## src/verilog/ctr_pkg.sv

```systemverilog
package ctr_pkg;
   localparam int CTR_NUM_OBJ = 32;
   localparam int CTR_ID_W = 11;
   localparam int CTR_DATA_W = 64;
   localparam int CTR_DLC_W = 4;
   localparam int CTR_OBJ_W = 5;
   // Software register offsets (word index)
   localparam logic [3:0] CTR_REG_CTRL = 4'h0;
   localparam logic [3:0] CTR_REG_OBJ = 4'h1;
   localparam logic [3:0] CTR_REG_ID = 4'h2;
   localparam logic [3:0] CTR_REG_DLC = 4'h3;
   localparam logic [3:0] CTR_REG_DLO = 4'h4;
   localparam logic [3:0] CTR_REG_DHI = 4'h5;
   localparam logic [3:0] CTR_REG_FLAGS = 4'h6;
   localparam logic [3:0] CTR_REG_CMD = 4'h7;
   localparam logic [3:0] CTR_REG_TXRQ = 4'h8;
   localparam logic [3:0] CTR_REG_NEWD = 4'h9;
   localparam logic [3:0] CTR_REG_IPND = 4'hA;
   localparam logic [3:0] CTR_REG_STAT = 4'hB;
   // Flag field positions in the interface flag word
   localparam int CTR_F_TXRQ = 0;
   localparam int CTR_F_NEWD = 1;
   localparam int CTR_F_IRQEN = 2;
   // Command codes
   localparam logic [1:0] CTR_CMD_LOAD = 2'h1;
   localparam logic [1:0] CTR_CMD_DISABLE = 2'h2;
   localparam logic [1:0] CTR_CMD_ENABLE = 2'h3;
   // Number of requests served together before the rest are dropped
   localparam int CTR_NORETRY_SERVED = 2;
   // Preparation window before a frame starts, in cycles
   localparam logic [3:0] CTR_PREP_CYC = 4'h4;
   // Frame transmission time on the bus side, in cycles
   localparam logic [7:0] CTR_FRAME_CYC = 8'h20;
   localparam logic CTR_NORETRY_RESET = 1'b0;
endpackage : ctr_pkg

```

## src/verilog/ctr_link_if.sv

```systemverilog
`timescale 1ns/1ps
interface ctr_link_if;
   import ctr_pkg::*;
   // Object load from host
   logic load_valid;
   logic [CTR_OBJ_W-1:0] load_obj;
   logic [CTR_ID_W-1:0] load_id;
   logic [CTR_DLC_W-1:0] load_dlc;
   logic [CTR_DATA_W-1:0] load_data;
   logic load_transmit_request;
   logic load_new_data_flag;
   logic load_transmit_interrupt_enable;
   // Request disable/enable
   logic dis_valid;
   logic dis_enable;
   logic [CTR_OBJ_W-1:0] dis_obj;
   logic disable_auto_retransmit;
   // Status back to host
   logic [CTR_NUM_OBJ-1:0] transmit_request;
   logic [CTR_NUM_OBJ-1:0] new_data_flag;
   logic [CTR_NUM_OBJ-1:0] interrupt_pending;
   logic busy;
   modport device (input load_valid, load_obj, load_id, load_dlc, load_data,
      load_transmit_request, load_new_data_flag, load_transmit_interrupt_enable,
      dis_valid, dis_enable, dis_obj, disable_auto_retransmit,
      output transmit_request, new_data_flag, interrupt_pending, busy);
   modport host (output load_valid, load_obj, load_id, load_dlc, load_data,
      load_transmit_request, load_new_data_flag, load_transmit_interrupt_enable,
      dis_valid, dis_enable, dis_obj, disable_auto_retransmit,
      input transmit_request, new_data_flag, interrupt_pending, busy);
endinterface : ctr_link_if

```

## src/verilog/ctr_device.sv

```systemverilog
`timescale 1ns/1ps
// Functional notes
// No-retry burst: only two requests transmitted
// Extra requests cleared, others flags kept
// Sent: clear request, new-data; pending if enabled
// Retransmit mode serves every request
// Host avoids concurrent requests without retry
// No-retry mode never retries a failed frame
// Host re-requests failed no-retry frames
// Per-object request, new-data, pending visible
// Last object disable in prep may stick
// Stuck request still reads as pending
// Sticks only when sole pending object
// Bus activity or other request unsticks
// Other objects never stick
// Host reuses objects by reloading content
// Reloaded content sent next, old unaffected
// Lowest-numbered pending object sent first
module ctr_device
   import ctr_pkg::*;
(
   // Clock and reset
   input wire logic ref_clk,
   input wire logic rstn,
   // Host link
   ctr_link_if.device lnk,
   // CAN side
   input wire logic bus_activity,
   input wire logic bus_error,
   output logic tx_start,
   output logic [CTR_OBJ_W-1:0] tx_obj,
   output logic [CTR_ID_W-1:0] tx_id,
   output logic [CTR_DLC_W-1:0] tx_dlc,
   output logic [CTR_DATA_W-1:0] tx_data
);
   localparam int N = CTR_NUM_OBJ;
   localparam logic [CTR_OBJ_W-1:0] LAST = CTR_OBJ_W'(N - 1);

   typedef enum logic [1:0] {PH_IDLE, PH_PREP, PH_SEND} ctr_phase_e;

   logic [CTR_ID_W-1:0] obj_id [N];
   logic [CTR_DLC_W-1:0] obj_dlc [N];
   logic [CTR_DATA_W-1:0] obj_data [N];
   logic [N-1:0] txrq;
   logic [N-1:0] newd;
   logic [N-1:0] ipnd;
   logic [N-1:0] irq_en;
   logic [N-1:0] dis;
   logic stuck;
   ctr_phase_e phase;
   logic [CTR_OBJ_W-1:0] cur;
   logic reloaded;
   logic [3:0] prep_cnt;
   logic [7:0] frm_cnt;
   logic [1:0] burst_cnt;
   logic act_s1;
   logic act_s2;
   logic err_s1;
   logic err_s2;

   ////////////////////////////////////////////////////////////////////////////
   // Selection
   wire [N-1:0] eligible = txrq & ~dis;
   wire found;
   wire [CTR_OBJ_W-1:0] pick;
   ctr_pick #(.N(N)) u_pick
   (
      .req(eligible),
      .found(found),
      .idx(pick)
   );
   wire [N-1:0] others = txrq & ~(N'(1) << LAST);
   wire sole_last = txrq[LAST] && (others == '0);
   wire load_sets = lnk.load_valid && lnk.load_transmit_request;
   wire other_set = load_sets && (lnk.load_obj != LAST);
   wire unstick = act_s2 || other_set;
   wire no_retry = lnk.disable_auto_retransmit;
   // Burst of concurrent requests counted from idle; with retransmission off, third onward is dropped
   wire drop_now = no_retry && (burst_cnt >= 2'(CTR_NORETRY_SERVED));
   wire frame_done = (phase == PH_SEND) && (frm_cnt == CTR_FRAME_CYC);
   wire frame_fail = (phase == PH_SEND) && err_s2;
   wire ipnd_set = frame_done && irq_en[cur];
   wire cur_reload = lnk.load_valid && (lnk.load_obj == cur);
   wire dis_hit = lnk.dis_valid && !lnk.dis_enable;
   wire en_hit = lnk.dis_valid && lnk.dis_enable;
   wire stick_now = dis_hit && (lnk.dis_obj == LAST) && (phase == PH_PREP)
      && (cur == LAST) && sole_last;

   ////////////////////////////////////////////////////////////////////////////
   // Synchronisers
   always_ff @(posedge ref_clk)
   begin
      act_s1 <= bus_activity;
      act_s2 <= act_s1;
      err_s1 <= bus_error;
      err_s2 <= err_s1;
   end

   ////////////////////////////////////////////////////////////////////////////
   // Object storage; reload does not touch the frame already latched
   always_ff @(posedge ref_clk)
   begin
      if (lnk.load_valid)
      begin
         obj_id[lnk.load_obj] <= lnk.load_id;
         obj_dlc[lnk.load_obj] <= lnk.load_dlc;
         obj_data[lnk.load_obj] <= lnk.load_data;
      end
   end

   ////////////////////////////////////////////////////////////////////////////
   // Message handler
   always_ff @(posedge ref_clk)
   begin
      if (!rstn)
      begin
         txrq <= '0;
         newd <= '0;
         ipnd <= '0;
         irq_en <= '0;
         dis <= '0;
         stuck <= 1'b0;
         phase <= PH_IDLE;
         cur <= '0;
         reloaded <= 1'b0;
         prep_cnt <= '0;
         frm_cnt <= '0;
         burst_cnt <= '0;
         tx_start <= 1'b0;
         tx_obj <= '0;
         tx_id <= '0;
         tx_dlc <= '0;
         tx_data <= '0;
      end
      else
      begin
         tx_start <= 1'b0;
         case (phase)
            PH_IDLE:
            begin
               if (!found)
                  burst_cnt <= '0;
               else if (drop_now)
                  txrq[pick] <= 1'b0;
               else
               begin
                  cur <= pick;
                  prep_cnt <= '0;
                  phase <= PH_PREP;
               end
            end
            PH_PREP:
            begin
               prep_cnt <= prep_cnt + 4'h1;
               if (stick_now || dis[cur] || !txrq[cur])
                  phase <= PH_IDLE;
               else if (prep_cnt == CTR_PREP_CYC)
               begin
                  tx_start <= 1'b1;
                  tx_obj <= cur;
                  tx_id <= obj_id[cur];
                  tx_dlc <= obj_dlc[cur];
                  tx_data <= obj_data[cur];
                  frm_cnt <= '0;
                  reloaded <= 1'b0;
                  burst_cnt <= burst_cnt + 2'h1;
                  phase <= PH_SEND;
               end
            end
            PH_SEND:
            begin
               frm_cnt <= frm_cnt + 8'h01;
               if (cur_reload)
                  reloaded <= 1'b1;
               if (frame_done)
               begin
                  // Content reloaded during the frame keeps its request for a later send
                  if (!(reloaded || cur_reload))
                  begin
                     txrq[cur] <= 1'b0;
                     newd[cur] <= 1'b0;
                  end
                  if (ipnd_set)
                     ipnd[cur] <= 1'b1;
                  phase <= PH_IDLE;
               end
               else if (frame_fail)
               begin
                  if (no_retry && !(reloaded || cur_reload))
                     txrq[cur] <= 1'b0;
                  phase <= PH_IDLE;
               end
            end
            default:
               phase <= PH_IDLE;
         endcase
         // Host writes after the handler, so a fresh load wins
         if (lnk.load_valid)
         begin
            txrq[lnk.load_obj] <= lnk.load_transmit_request;
            newd[lnk.load_obj] <= lnk.load_new_data_flag;
            irq_en[lnk.load_obj] <= lnk.load_transmit_interrupt_enable;
            // A pending flag set by a frame ending in the same cycle wins
            if (!lnk.load_transmit_interrupt_enable && !(ipnd_set && cur_reload))
               ipnd[lnk.load_obj] <= 1'b0;
         end
         if (dis_hit)
            dis[lnk.dis_obj] <= 1'b1;
         if (stick_now)
            stuck <= 1'b1;
         // Re-enable is swallowed while stuck
         if (en_hit && !(stuck || stick_now) )
            dis[lnk.dis_obj] <= 1'b0;
         if (stuck && unstick)
         begin
            stuck <= 1'b0;
            dis[LAST] <= 1'b0;
         end
      end
   end

   ////////////////////////////////////////////////////////////////////////////
   // Status; stuck state is hidden from the request bits
   assign lnk.transmit_request = txrq;
   assign lnk.new_data_flag = newd;
   assign lnk.interrupt_pending = ipnd;
   assign lnk.busy = (phase != PH_IDLE);
endmodule : ctr_device

```

## src/verilog/ctr_pick.sv

```systemverilog
`timescale 1ns/1ps
module ctr_pick
   import ctr_pkg::*;
#(
   parameter int N = CTR_NUM_OBJ
)(
   // Request vector
   input wire logic [N-1:0] req,
   // Lowest set index
   output logic found,
   output logic [$clog2(N)-1:0] idx
);
   if (N < 2)
   begin : g_bad_n
      $error("ctr_pick needs at least two objects");
   end
   always_comb
   begin
      found = 1'b0;
      idx = '0;
      for (int i = N - 1; i >= 0; i--)
      begin
         if (req[i])
         begin
            found = 1'b1;
            idx = i[$clog2(N)-1:0];
         end
      end
   end
endmodule : ctr_pick

```

## src/flat_wrapper.sv

```systemverilog
// flat-port wrapper written by rule: the top's interface ports become plain ports
module ctr_device_flat import ctr_pkg::*;
  (ref_clk, rstn, bus_activity, bus_error, tx_start, tx_obj, tx_id, tx_dlc, tx_data, lnk_load_valid, lnk_load_obj, lnk_load_id, lnk_load_dlc, lnk_load_data, lnk_load_transmit_request, lnk_load_new_data_flag, lnk_load_transmit_interrupt_enable, lnk_dis_valid, lnk_dis_enable, lnk_dis_obj, lnk_disable_auto_retransmit, lnk_transmit_request, lnk_new_data_flag, lnk_interrupt_pending, lnk_busy);
  ctr_link_if lnk_i ();
  input wire logic ref_clk;
  input wire logic rstn;
  input wire logic bus_activity;
  input wire logic bus_error;
  output logic tx_start;
  output logic [CTR_OBJ_W-1:0] tx_obj;
  output logic [CTR_ID_W-1:0] tx_id;
  output logic [CTR_DLC_W-1:0] tx_dlc;
  output logic [CTR_DATA_W-1:0] tx_data;
  input wire logic [$bits(lnk_i.load_valid)-1:0] lnk_load_valid;
  input wire logic [$bits(lnk_i.load_obj)-1:0] lnk_load_obj;
  input wire logic [$bits(lnk_i.load_id)-1:0] lnk_load_id;
  input wire logic [$bits(lnk_i.load_dlc)-1:0] lnk_load_dlc;
  input wire logic [$bits(lnk_i.load_data)-1:0] lnk_load_data;
  input wire logic [$bits(lnk_i.load_transmit_request)-1:0] lnk_load_transmit_request;
  input wire logic [$bits(lnk_i.load_new_data_flag)-1:0] lnk_load_new_data_flag;
  input wire logic [$bits(lnk_i.load_transmit_interrupt_enable)-1:0] lnk_load_transmit_interrupt_enable;
  input wire logic [$bits(lnk_i.dis_valid)-1:0] lnk_dis_valid;
  input wire logic [$bits(lnk_i.dis_enable)-1:0] lnk_dis_enable;
  input wire logic [$bits(lnk_i.dis_obj)-1:0] lnk_dis_obj;
  input wire logic [$bits(lnk_i.disable_auto_retransmit)-1:0] lnk_disable_auto_retransmit;
  output wire logic [$bits(lnk_i.transmit_request)-1:0] lnk_transmit_request;
  output wire logic [$bits(lnk_i.new_data_flag)-1:0] lnk_new_data_flag;
  output wire logic [$bits(lnk_i.interrupt_pending)-1:0] lnk_interrupt_pending;
  output wire logic [$bits(lnk_i.busy)-1:0] lnk_busy;
  assign lnk_i.load_valid = lnk_load_valid;
  assign lnk_i.load_obj = lnk_load_obj;
  assign lnk_i.load_id = lnk_load_id;
  assign lnk_i.load_dlc = lnk_load_dlc;
  assign lnk_i.load_data = lnk_load_data;
  assign lnk_i.load_transmit_request = lnk_load_transmit_request;
  assign lnk_i.load_new_data_flag = lnk_load_new_data_flag;
  assign lnk_i.load_transmit_interrupt_enable = lnk_load_transmit_interrupt_enable;
  assign lnk_i.dis_valid = lnk_dis_valid;
  assign lnk_i.dis_enable = lnk_dis_enable;
  assign lnk_i.dis_obj = lnk_dis_obj;
  assign lnk_i.disable_auto_retransmit = lnk_disable_auto_retransmit;
  assign lnk_transmit_request = lnk_i.transmit_request;
  assign lnk_new_data_flag = lnk_i.new_data_flag;
  assign lnk_interrupt_pending = lnk_i.interrupt_pending;
  assign lnk_busy = lnk_i.busy;
  ctr_device u_core (.ref_clk(ref_clk), .rstn(rstn), .lnk(lnk_i), .bus_activity(bus_activity), .bus_error(bus_error), .tx_start(tx_start), .tx_obj(tx_obj), .tx_id(tx_id), .tx_dlc(tx_dlc), .tx_data(tx_data));
endmodule
```

## config.mk

```make
export PLATFORM = sky130hd
export DESIGN_NAME = ctr_device_flat
export DESIGN_NICKNAME = d
export VERILOG_FILES = /design/src/verilog/ctr_pkg.sv /design/src/verilog/ctr_link_if.sv /design/src/verilog/ctr_device.sv /design/src/verilog/ctr_pick.sv /design/src/flat_wrapper.sv
export SDC_FILE = /design/constraint.sdc
export NUM_CORES = 2
export LEC_CHECK = 0
export BUFFER_PORTS_ARGS = -buffer_cell sky130_fd_sc_hd__buf_4
export CAP_MARGIN = 20
export CORE_MARGIN = 2
export CORE_UTILIZATION = 59
export CTS_CLUSTER_DIAMETER = 100
export DETAILED_ROUTE_END_ITERATION = 8
export HOLD_SLACK_MARGIN = 0.06
export MAX_ROUTING_LAYER = met4
export PLACE_DENSITY = 0.81
export SKIP_LAST_GASP = 1
export SLEW_MARGIN = 20
export SYNTH_ARGS = -nofsm -noshare
export SYNTH_HDL_FRONTEND = slang
export SYNTH_SLANG_ARGS = --single-unit
export TNS_END_PERCENT = 50
```

## constraint.sdc

```tcl
create_clock -name ref_clk -period 7 [get_ports ref_clk]
set_clock_uncertainty 0.2 [all_clocks]
set_input_delay 1.4 -clock ref_clk [delete_from_list [all_inputs] [get_ports ref_clk]]
set_output_delay 1.4 -clock ref_clk [all_outputs]
set_load 0.02 [all_outputs]
```

After elaboration in Yosys (flattened, before gate mapping)

Memories as Yosys holds them, arrays and structs flattened. A register that Yosys moved wholly into a read port is not among the register bits.
Cells that the tools add are included.

Add/subtract/negate cells: 3
Magnitude comparators: 9
Eq/ne operators: 16
Muxes and demuxes: 128
Bitwise gates (word level): 17
Reduce and logical (&&, ||, !) cells: 51

Operators by type and width:

| kind                  | number |
|---|---|
| $mux W32              | 22 |
| $and A32 B32 Y32      | 6 |
| $mux W5               | 32 |
| $not A32 Y32          | 5 |
| $bwmux W32            | 3 |
| $or A32 B32 Y32       | 2 |
| $pmux W32 S2          | 1 |
| $mux W1               | 45 |
| $logic_not A32 Y1     | 1 |
| $lt A5 B6 Y1 const B  | 4 |
| $logic_and A1 B1 Y1   | 23 |
| $demux W1 S5          | 4 |
| $ge A5 B1 Y1 const B  | 4 |
| $mux W2               | 9 |
| $mux W8               | 2 |
| $pmux W8 S2           | 1 |
| $bmux W1 S5           | 3 |
| $reduce_and A3 Y1     | 4 |
| $reduce_and A4 Y1     | 3 |
| $eq A5 B5 Y1 const B  | 2 |
| $logic_not A1 Y1      | 9 |
| $add A8 B1 Y8 const B | 1 |
| $eq A8 B6 Y1 const B  | 1 |
| $mux W4               | 2 |
| other kinds (22)      | 35 |

Flip-flop bits (word level): 193
RAM bits: 2528
Word-level logic and storage cells: 246
Memories kept: 3

Memory list:

| memory          | depth | width | rd ports | clocked after Yosys merged registers in | wr ports | line             | source |
|---|---|---|---|---|---|---|---|
| u_core.obj_data | 32    | 64    | 1        | 1                                       | 1        | ctr_device.sv:43 | `logic [CTR_DATA_W-1:0] obj_data [N];` |
| u_core.obj_id   | 32    | 11    | 1        | 1                                       | 1        | ctr_device.sv:41 | `logic [CTR_ID_W-1:0] obj_id [N];` |
| u_core.obj_dlc  | 32    | 4     | 1        | 1                                       | 1        | ctr_device.sv:42 | `logic [CTR_DLC_W-1:0] obj_dlc [N];` |

Logic depth before layout (Yosys ltp)

Depth after elaboration: 46
Mapped depth: 12
Depth with buffers taken out: 10

Modules after synthesis

A second synthesis with hierarchy kept.

Cell total of the unflattened synthesis: 5245
Area total of the unflattened synthesis: 106811.2 um^2

Modules (own cells, without submodules):

| module     | times used | cells each | area each (um^2) | sequential area each (um^2) |
|---|---|---|---|---|
| ctr_device | 1          | 5180       | 106440.8         | 81358.0 |
| ctr_pick   | 1          | 65         | 370.4            | 0.0 |

Worst setup path after synthesis

OpenSTA, ideal clock, no wires.

Path kind: input to register
Start point: input lnk_load_obj[1]
End point: register u_core.irq_en[28]
Arrival: 6.049 ns
Slack: 0.623 ns
Stages: 6
Path buffers: 2
Cell sequence: clkbuf_1 > or3b_2 > clkbuf_1 > nor2_1 > mux2i_1 > nor2_1

Cells in the longest elaborated chain, start to end: 5
Elaborated cells on any way between the ends: 6

RTL lines:

| element                                                                   | line               | source |
|---|---|---|
| start, declared                                                           | flat_wrapper.sv:15 | `input wire logic [$bits(lnk_i.load_obj)-1:0] lnk_load_obj;` |
| $lt A5 B6 Y1 (implied by the code) / $ge A5 B1 Y1 (equally long branches) | ctr_device.sv:202  | `irq_en[lnk.load_obj] <= lnk.load_transmit_interrupt_enable;` |
| $logic_and A1 B1 Y1 (implied by the code)                                 | ctr_device.sv:202  |  |
| $mux W1 (implied by the code)                                             | ctr_device.sv:202  |  |
| $demux W1 S5 (*)                                                          | --                 |  |
| $bwmux W32 (*)                                                            | ctr_device.sv:202  |  |
| end signal, assigned by index                                             | ctr_device.sv:202  |  |
| end, declared                                                             | ctr_device.sv:47   | `logic [N-1:0] irq_en;` |

Every way passes the cells marked *; elsewhere a longest branch is shown, timed or not.
A chain may end at the register's enable or synchronous reset.

Final worst setup path

Start point: register u_core.cur[2]
End point: register u_core.tx_data[22], read port of u_core.obj_data

Cells in the longest elaborated chain, start to end: 7
Elaborated cells on any way between the ends: 12

RTL lines:

| element                                             | line              | source |
|---|---|---|
| start, declared                                     | ctr_device.sv:51  | `logic [CTR_OBJ_W-1:0] cur;` |
| start signal, assigned                              | ctr_device.sv:147 | `cur <= pick;` |
| branches (longest 7 deep; another with $bmux W1 S5) | --                |  |
| end, declared                                       | ctr_device.sv:34  | `output logic [CTR_DATA_W-1:0] tx_data` |

Parallel ways; which one is timed is not known. The select of a mux whose other input is x is not followed.

==> flow_metrics.env <==
export IMPL_ys_ff_latch=2800
export IMPL_p_switching_mw=8.412
export IMPL_cts_max_level=5
export IMPL_cts_sinks=2800
export IMPL_clkTransAtPathRegs_ns=0.06
export IMPL_dp_cells=7544
export IMPL_min_period_ns=5.163
export IMPL_setup_tns_ns=0
export IMPL_end_kind="register"
export IMPL_async_reset_ff_share_pct=0
export IMPL_slowest_delay_ns=1.14
export IMPL_fin_crit_sh_pct=73.76
export IMPL_grt_overflow_total=0
export IMPL_leakagePower_nw=38.10
export IMPL_yosysUniqueCellTypes=70
export IMPL_boundaryPins=282
export IMPL_drtIter0Drc=11835
export IMPL_syn_inst=5123
export IMPL_nFillCells=10076
export IMPL_vias_per_cell=7.607
export IMPL_p_total_mw=36.72
export IMPL_p_sw_share_pct=22.90
export IMPL_startpoint_type="register"
export IMPL_start_util_pct=59.49
export IMPL_cts_resized=0
export IMPL_firstDrtPassIters=8
export IMPL_first_global_vias=60584
export IMPL_cap_violations=0
export IMPL_clockPowerShare_pct=41.9
export IMPL_synthDominantCellAreaShare_pct=71.44
export IMPL_cts_tree="done"
export IMPL_regArea_um2=81370
export IMPL_slew_headroom_pct=16.85
export IMPL_seq_area_frac_synth_pct=76.57
export IMPL_layout_cells_non_filler=8060
export IMPL_setup_viol=0
export IMPL_place_congestion=0.9576
export IMPL_grt_pass1_wl_um=458600
export IMPL_die_h_um=428.4
export IMPL_path_buf_inv=1
export IMPL_clock_latency_ns=0.94
export IMPL_hold_viol_final=0
export IMPL_syn_nets=5228
export IMPL_dieArea_um2=183500
export IMPL_cp_required_ns=7.62
export IMPL_synth_area_um2=106300
export IMPL_synthTopCellsByArea="edfxtp_1 71%, mux4_2 14%, dfxtp_1 5.1%"
export IMPL_synth_area_per_cell_um2=20.74
export IMPL_seqPwrFrac_pct=50.4
export IMPL_reg2reg_from="u_core.cur[2]$_SDFFE_PN0P_"
export IMPL_num_nets_final=5581
export IMPL_vias=61311
export IMPL_area_growth_pct=13.21
export IMPL_synthFlopType="edfxtp_1"
export IMPL_ir_worst_vdd_v=0.0002486
export IMPL_grt_usage_pct=36.51
export IMPL_detailed_place_hpwl_um=150700
export IMPL_totalWireLength_um=327400
export IMPL_synth_edff_count=2528
export IMPL_rsz0062_at_grt="false"
export IMPL_status="finished clean"
export IMPL_std_cell_rows=155
export IMPL_p_comb_share_pct=7.6
export IMPL_drive_gt1_share_pct=26.71
export IMPL_antenna_found_initial=14
export IMPL_core_um2=178600
export IMPL_multi_input_area_um2=23440
export IMPL_fmax_mhz=193.7
export IMPL_p_int_mw=28.31
export IMPL_whs_path_depth=0
export IMPL_ff2ff_setup_slack_ns=1.84
export IMPL_fin_util_pct=67.35
export IMPL_cts_buffer_depth=4
export IMPL_reg2reg_depth=8
export IMPL_io_buffers=281
export IMPL_whs_ns=0.1371
export IMPL_worst_slew_pin_slew_ns=1.247
export IMPL_cpMaxStageDelayCell="and4b_4"
export IMPL_die_w_um=428.4
export IMPL_root_buffer="clkbuf_16"
export IMPL_drcViolationCount=0
export IMPL_crit_arrival_ns=5.79
export IMPL_holdCritStartpoint="u_core.act_s1$_DFF_P_"
export IMPL_slew_violations=0
export IMPL_postCtsSetupRepairBufs=0
export IMPL_cts_buffers=285
export IMPL_synth_top_area_cell="edfxtp_1"
export IMPL_ant_nets=0
export IMPL_ys_warn_count=0
export IMPL_hold_path_end="u_core.act_s2$_DFF_P_"
export IMPL_cp_top_family="simple AND/OR/NAND/NOR gates"
export IMPL_grt_max_degree=141
export IMPL_cp_max_fo=114
export IMPL_crit_type="register to register"
export IMPL_ctsHoldBuffers=0
export IMPL_r2r_end="u_core.tx_data[22]$_SDFFE_PN0P_"
export IMPL_hp_class="register to register"
export IMPL_wl_per_cell_um=40.62
export IMPL_power_density_nw_per_um2=305.3
export IMPL_worstPathCellList="nor2_1 > nand2_1 > o221ai_1 > a211oi_1 > and4b_4 > buf_12 > nand4_1 > o211a_1"
-- cells in the mapped netlist, drive strengths merged, types with 79 or more instances --
master / number
nand2: 153
a22oi: 181
mux4: 641
dfxtp: 272
nor2: 107
a221oi: 79
a22o: 79
a21oi: 90
edfxtp: 2528
nand4: 90
clkbuf: 193
o211a: 80
buf: 122
-- worst reg2reg max path, stage by stage (launching register included) --
cell and delay (ns):
dfxtp_1 0.86, nor2_1 0.13, nand2_1 0.40, o221ai_1 0.23, a211oi_1 0.67, and4b_4 1.14
buf_12 0.64, nand4_1 0.54, o211a_1 0.26
-- routing by layer --
| layer | GRT usage [%] | part of all wire (%) | wire, um |
|---|---|---|---|
| met3 | 9.322 | 14 | 46540 |
| met5 | - | 0 | 0 |
| met4 | 18.88 | 6.0 | 19790 |
| met1 | 46.66 | 33 | 106800 |
| met2 | 54.79 | 47 | 154200 |
-- power by group through the flow --
stage          logic (mW)  registers, mW  clock network [mW]
2_1_floorplan        1.70           18.8                   0
3_3_place_gp         2.59           18.8                   0
3_5_place_dp         2.64           18.9                   0
4_1_cts              2.72           18.5                15.4
5_1_grt              2.87           18.5                15.9
6_report             2.79           18.5                15.4
-- flip-flops by register name (all words and copies together), names as in the netlist, 5 cells and up --
signal                        count
u_core.tx_obj                     5
u_core.obj_id                   352
u_core.obj_dlc                  128
u_core.lnk.interrupt_pending     32
u_core.dis                       32
u_core.irq_en                    32
u_core.cur                        5
u_core.obj_data                2048
u_core.lnk.new_data_flag         32
u_core.frm_cnt                    8
u_core.lnk.transmit_request      32
u_core.tx_data                   64
u_core.tx_id                     11
-- cell families after synthesis --
kind of cell             count (synthesis)  share of synthesized area, %
AO/OA/AOI/OAI                          766                         5.576
XOR/XNOR                                13                        0.1072
adder cells (fa/ha/maj)                  5                       0.05888
buffers and inverters                  357                         1.437
flip-flops                            2800                         76.57
multiplexers                           659                         13.76
AND/OR/NAND/NOR                        523                         2.498
-- cell type report --
type / count / area share (%)
tap: 2355 / 2.450
antenna: 17 / 0.03536
inverter: 42 / 0.2517
multi-input combinational: 1966 / 19.49
timing repair buffer: 381 / 2.529
clock inverter: 105 / 0.9964
sequential: 2800 / 67.64
clock buffer: 394 / 6.613
-- placed cells by master (no fill, tap or decap), types with 25 or more instances in the layout --
cell and n:
clkbuf_8 27, mux4_2 641, o221a_2 32, bufinv_16 25
o21ai_0 63, dfxtp_1 270, o2111ai_1 29, clkinv_2 37
clkbuf_16 292, a31oi_1 26, o211ai_1 27, edfxtp_1 2528
a21oi_1 90, clkbuf_1 74, nand2b_1 27, o211a_1 80
inv_6 37, a22o_1 79, nor2b_1 29, buf_4 366
a22oi_1 181, nor2_1 102, nand4_1 90, a221oi_1 79
nand2_1 153
-- worst max path at each step --
stage | startpoint | to | depth (start not counted)
floorplan | lnk_load_obj[1] | u_core.irq_en[28]$_SDFFE_PN0P_ | 6
global placement | lnk_dis_enable | u_core.tx_data[23]$_SDFFE_PN0P_ | 8
detailed placement | lnk_dis_enable | u_core.tx_data[17]$_SDFFE_PN0P_ | 8
CTS | u_core.cur[1]$_SDFFE_PN0P_ | u_core.tx_data[22]$_SDFFE_PN0P_ | 7
global route | u_core.cur[2]$_SDFFE_PN0P_ | u_core.tx_data[22]$_SDFFE_PN0P_ | 8
finish | u_core.cur[2]$_SDFFE_PN0P_ | u_core.tx_data[22]$_SDFFE_PN0P_ | 8
-- per-stage QoR --
stage	area (um2)	setup slack, ns
floorplan	106300	0.6234
detailed placement	111100	2.152
global route	120300	1.909
CTS	120300	2.066
global placement	111100	2.213
finish	120300	1.837
No activity file was read; power rests on OpenSTA's default activity.
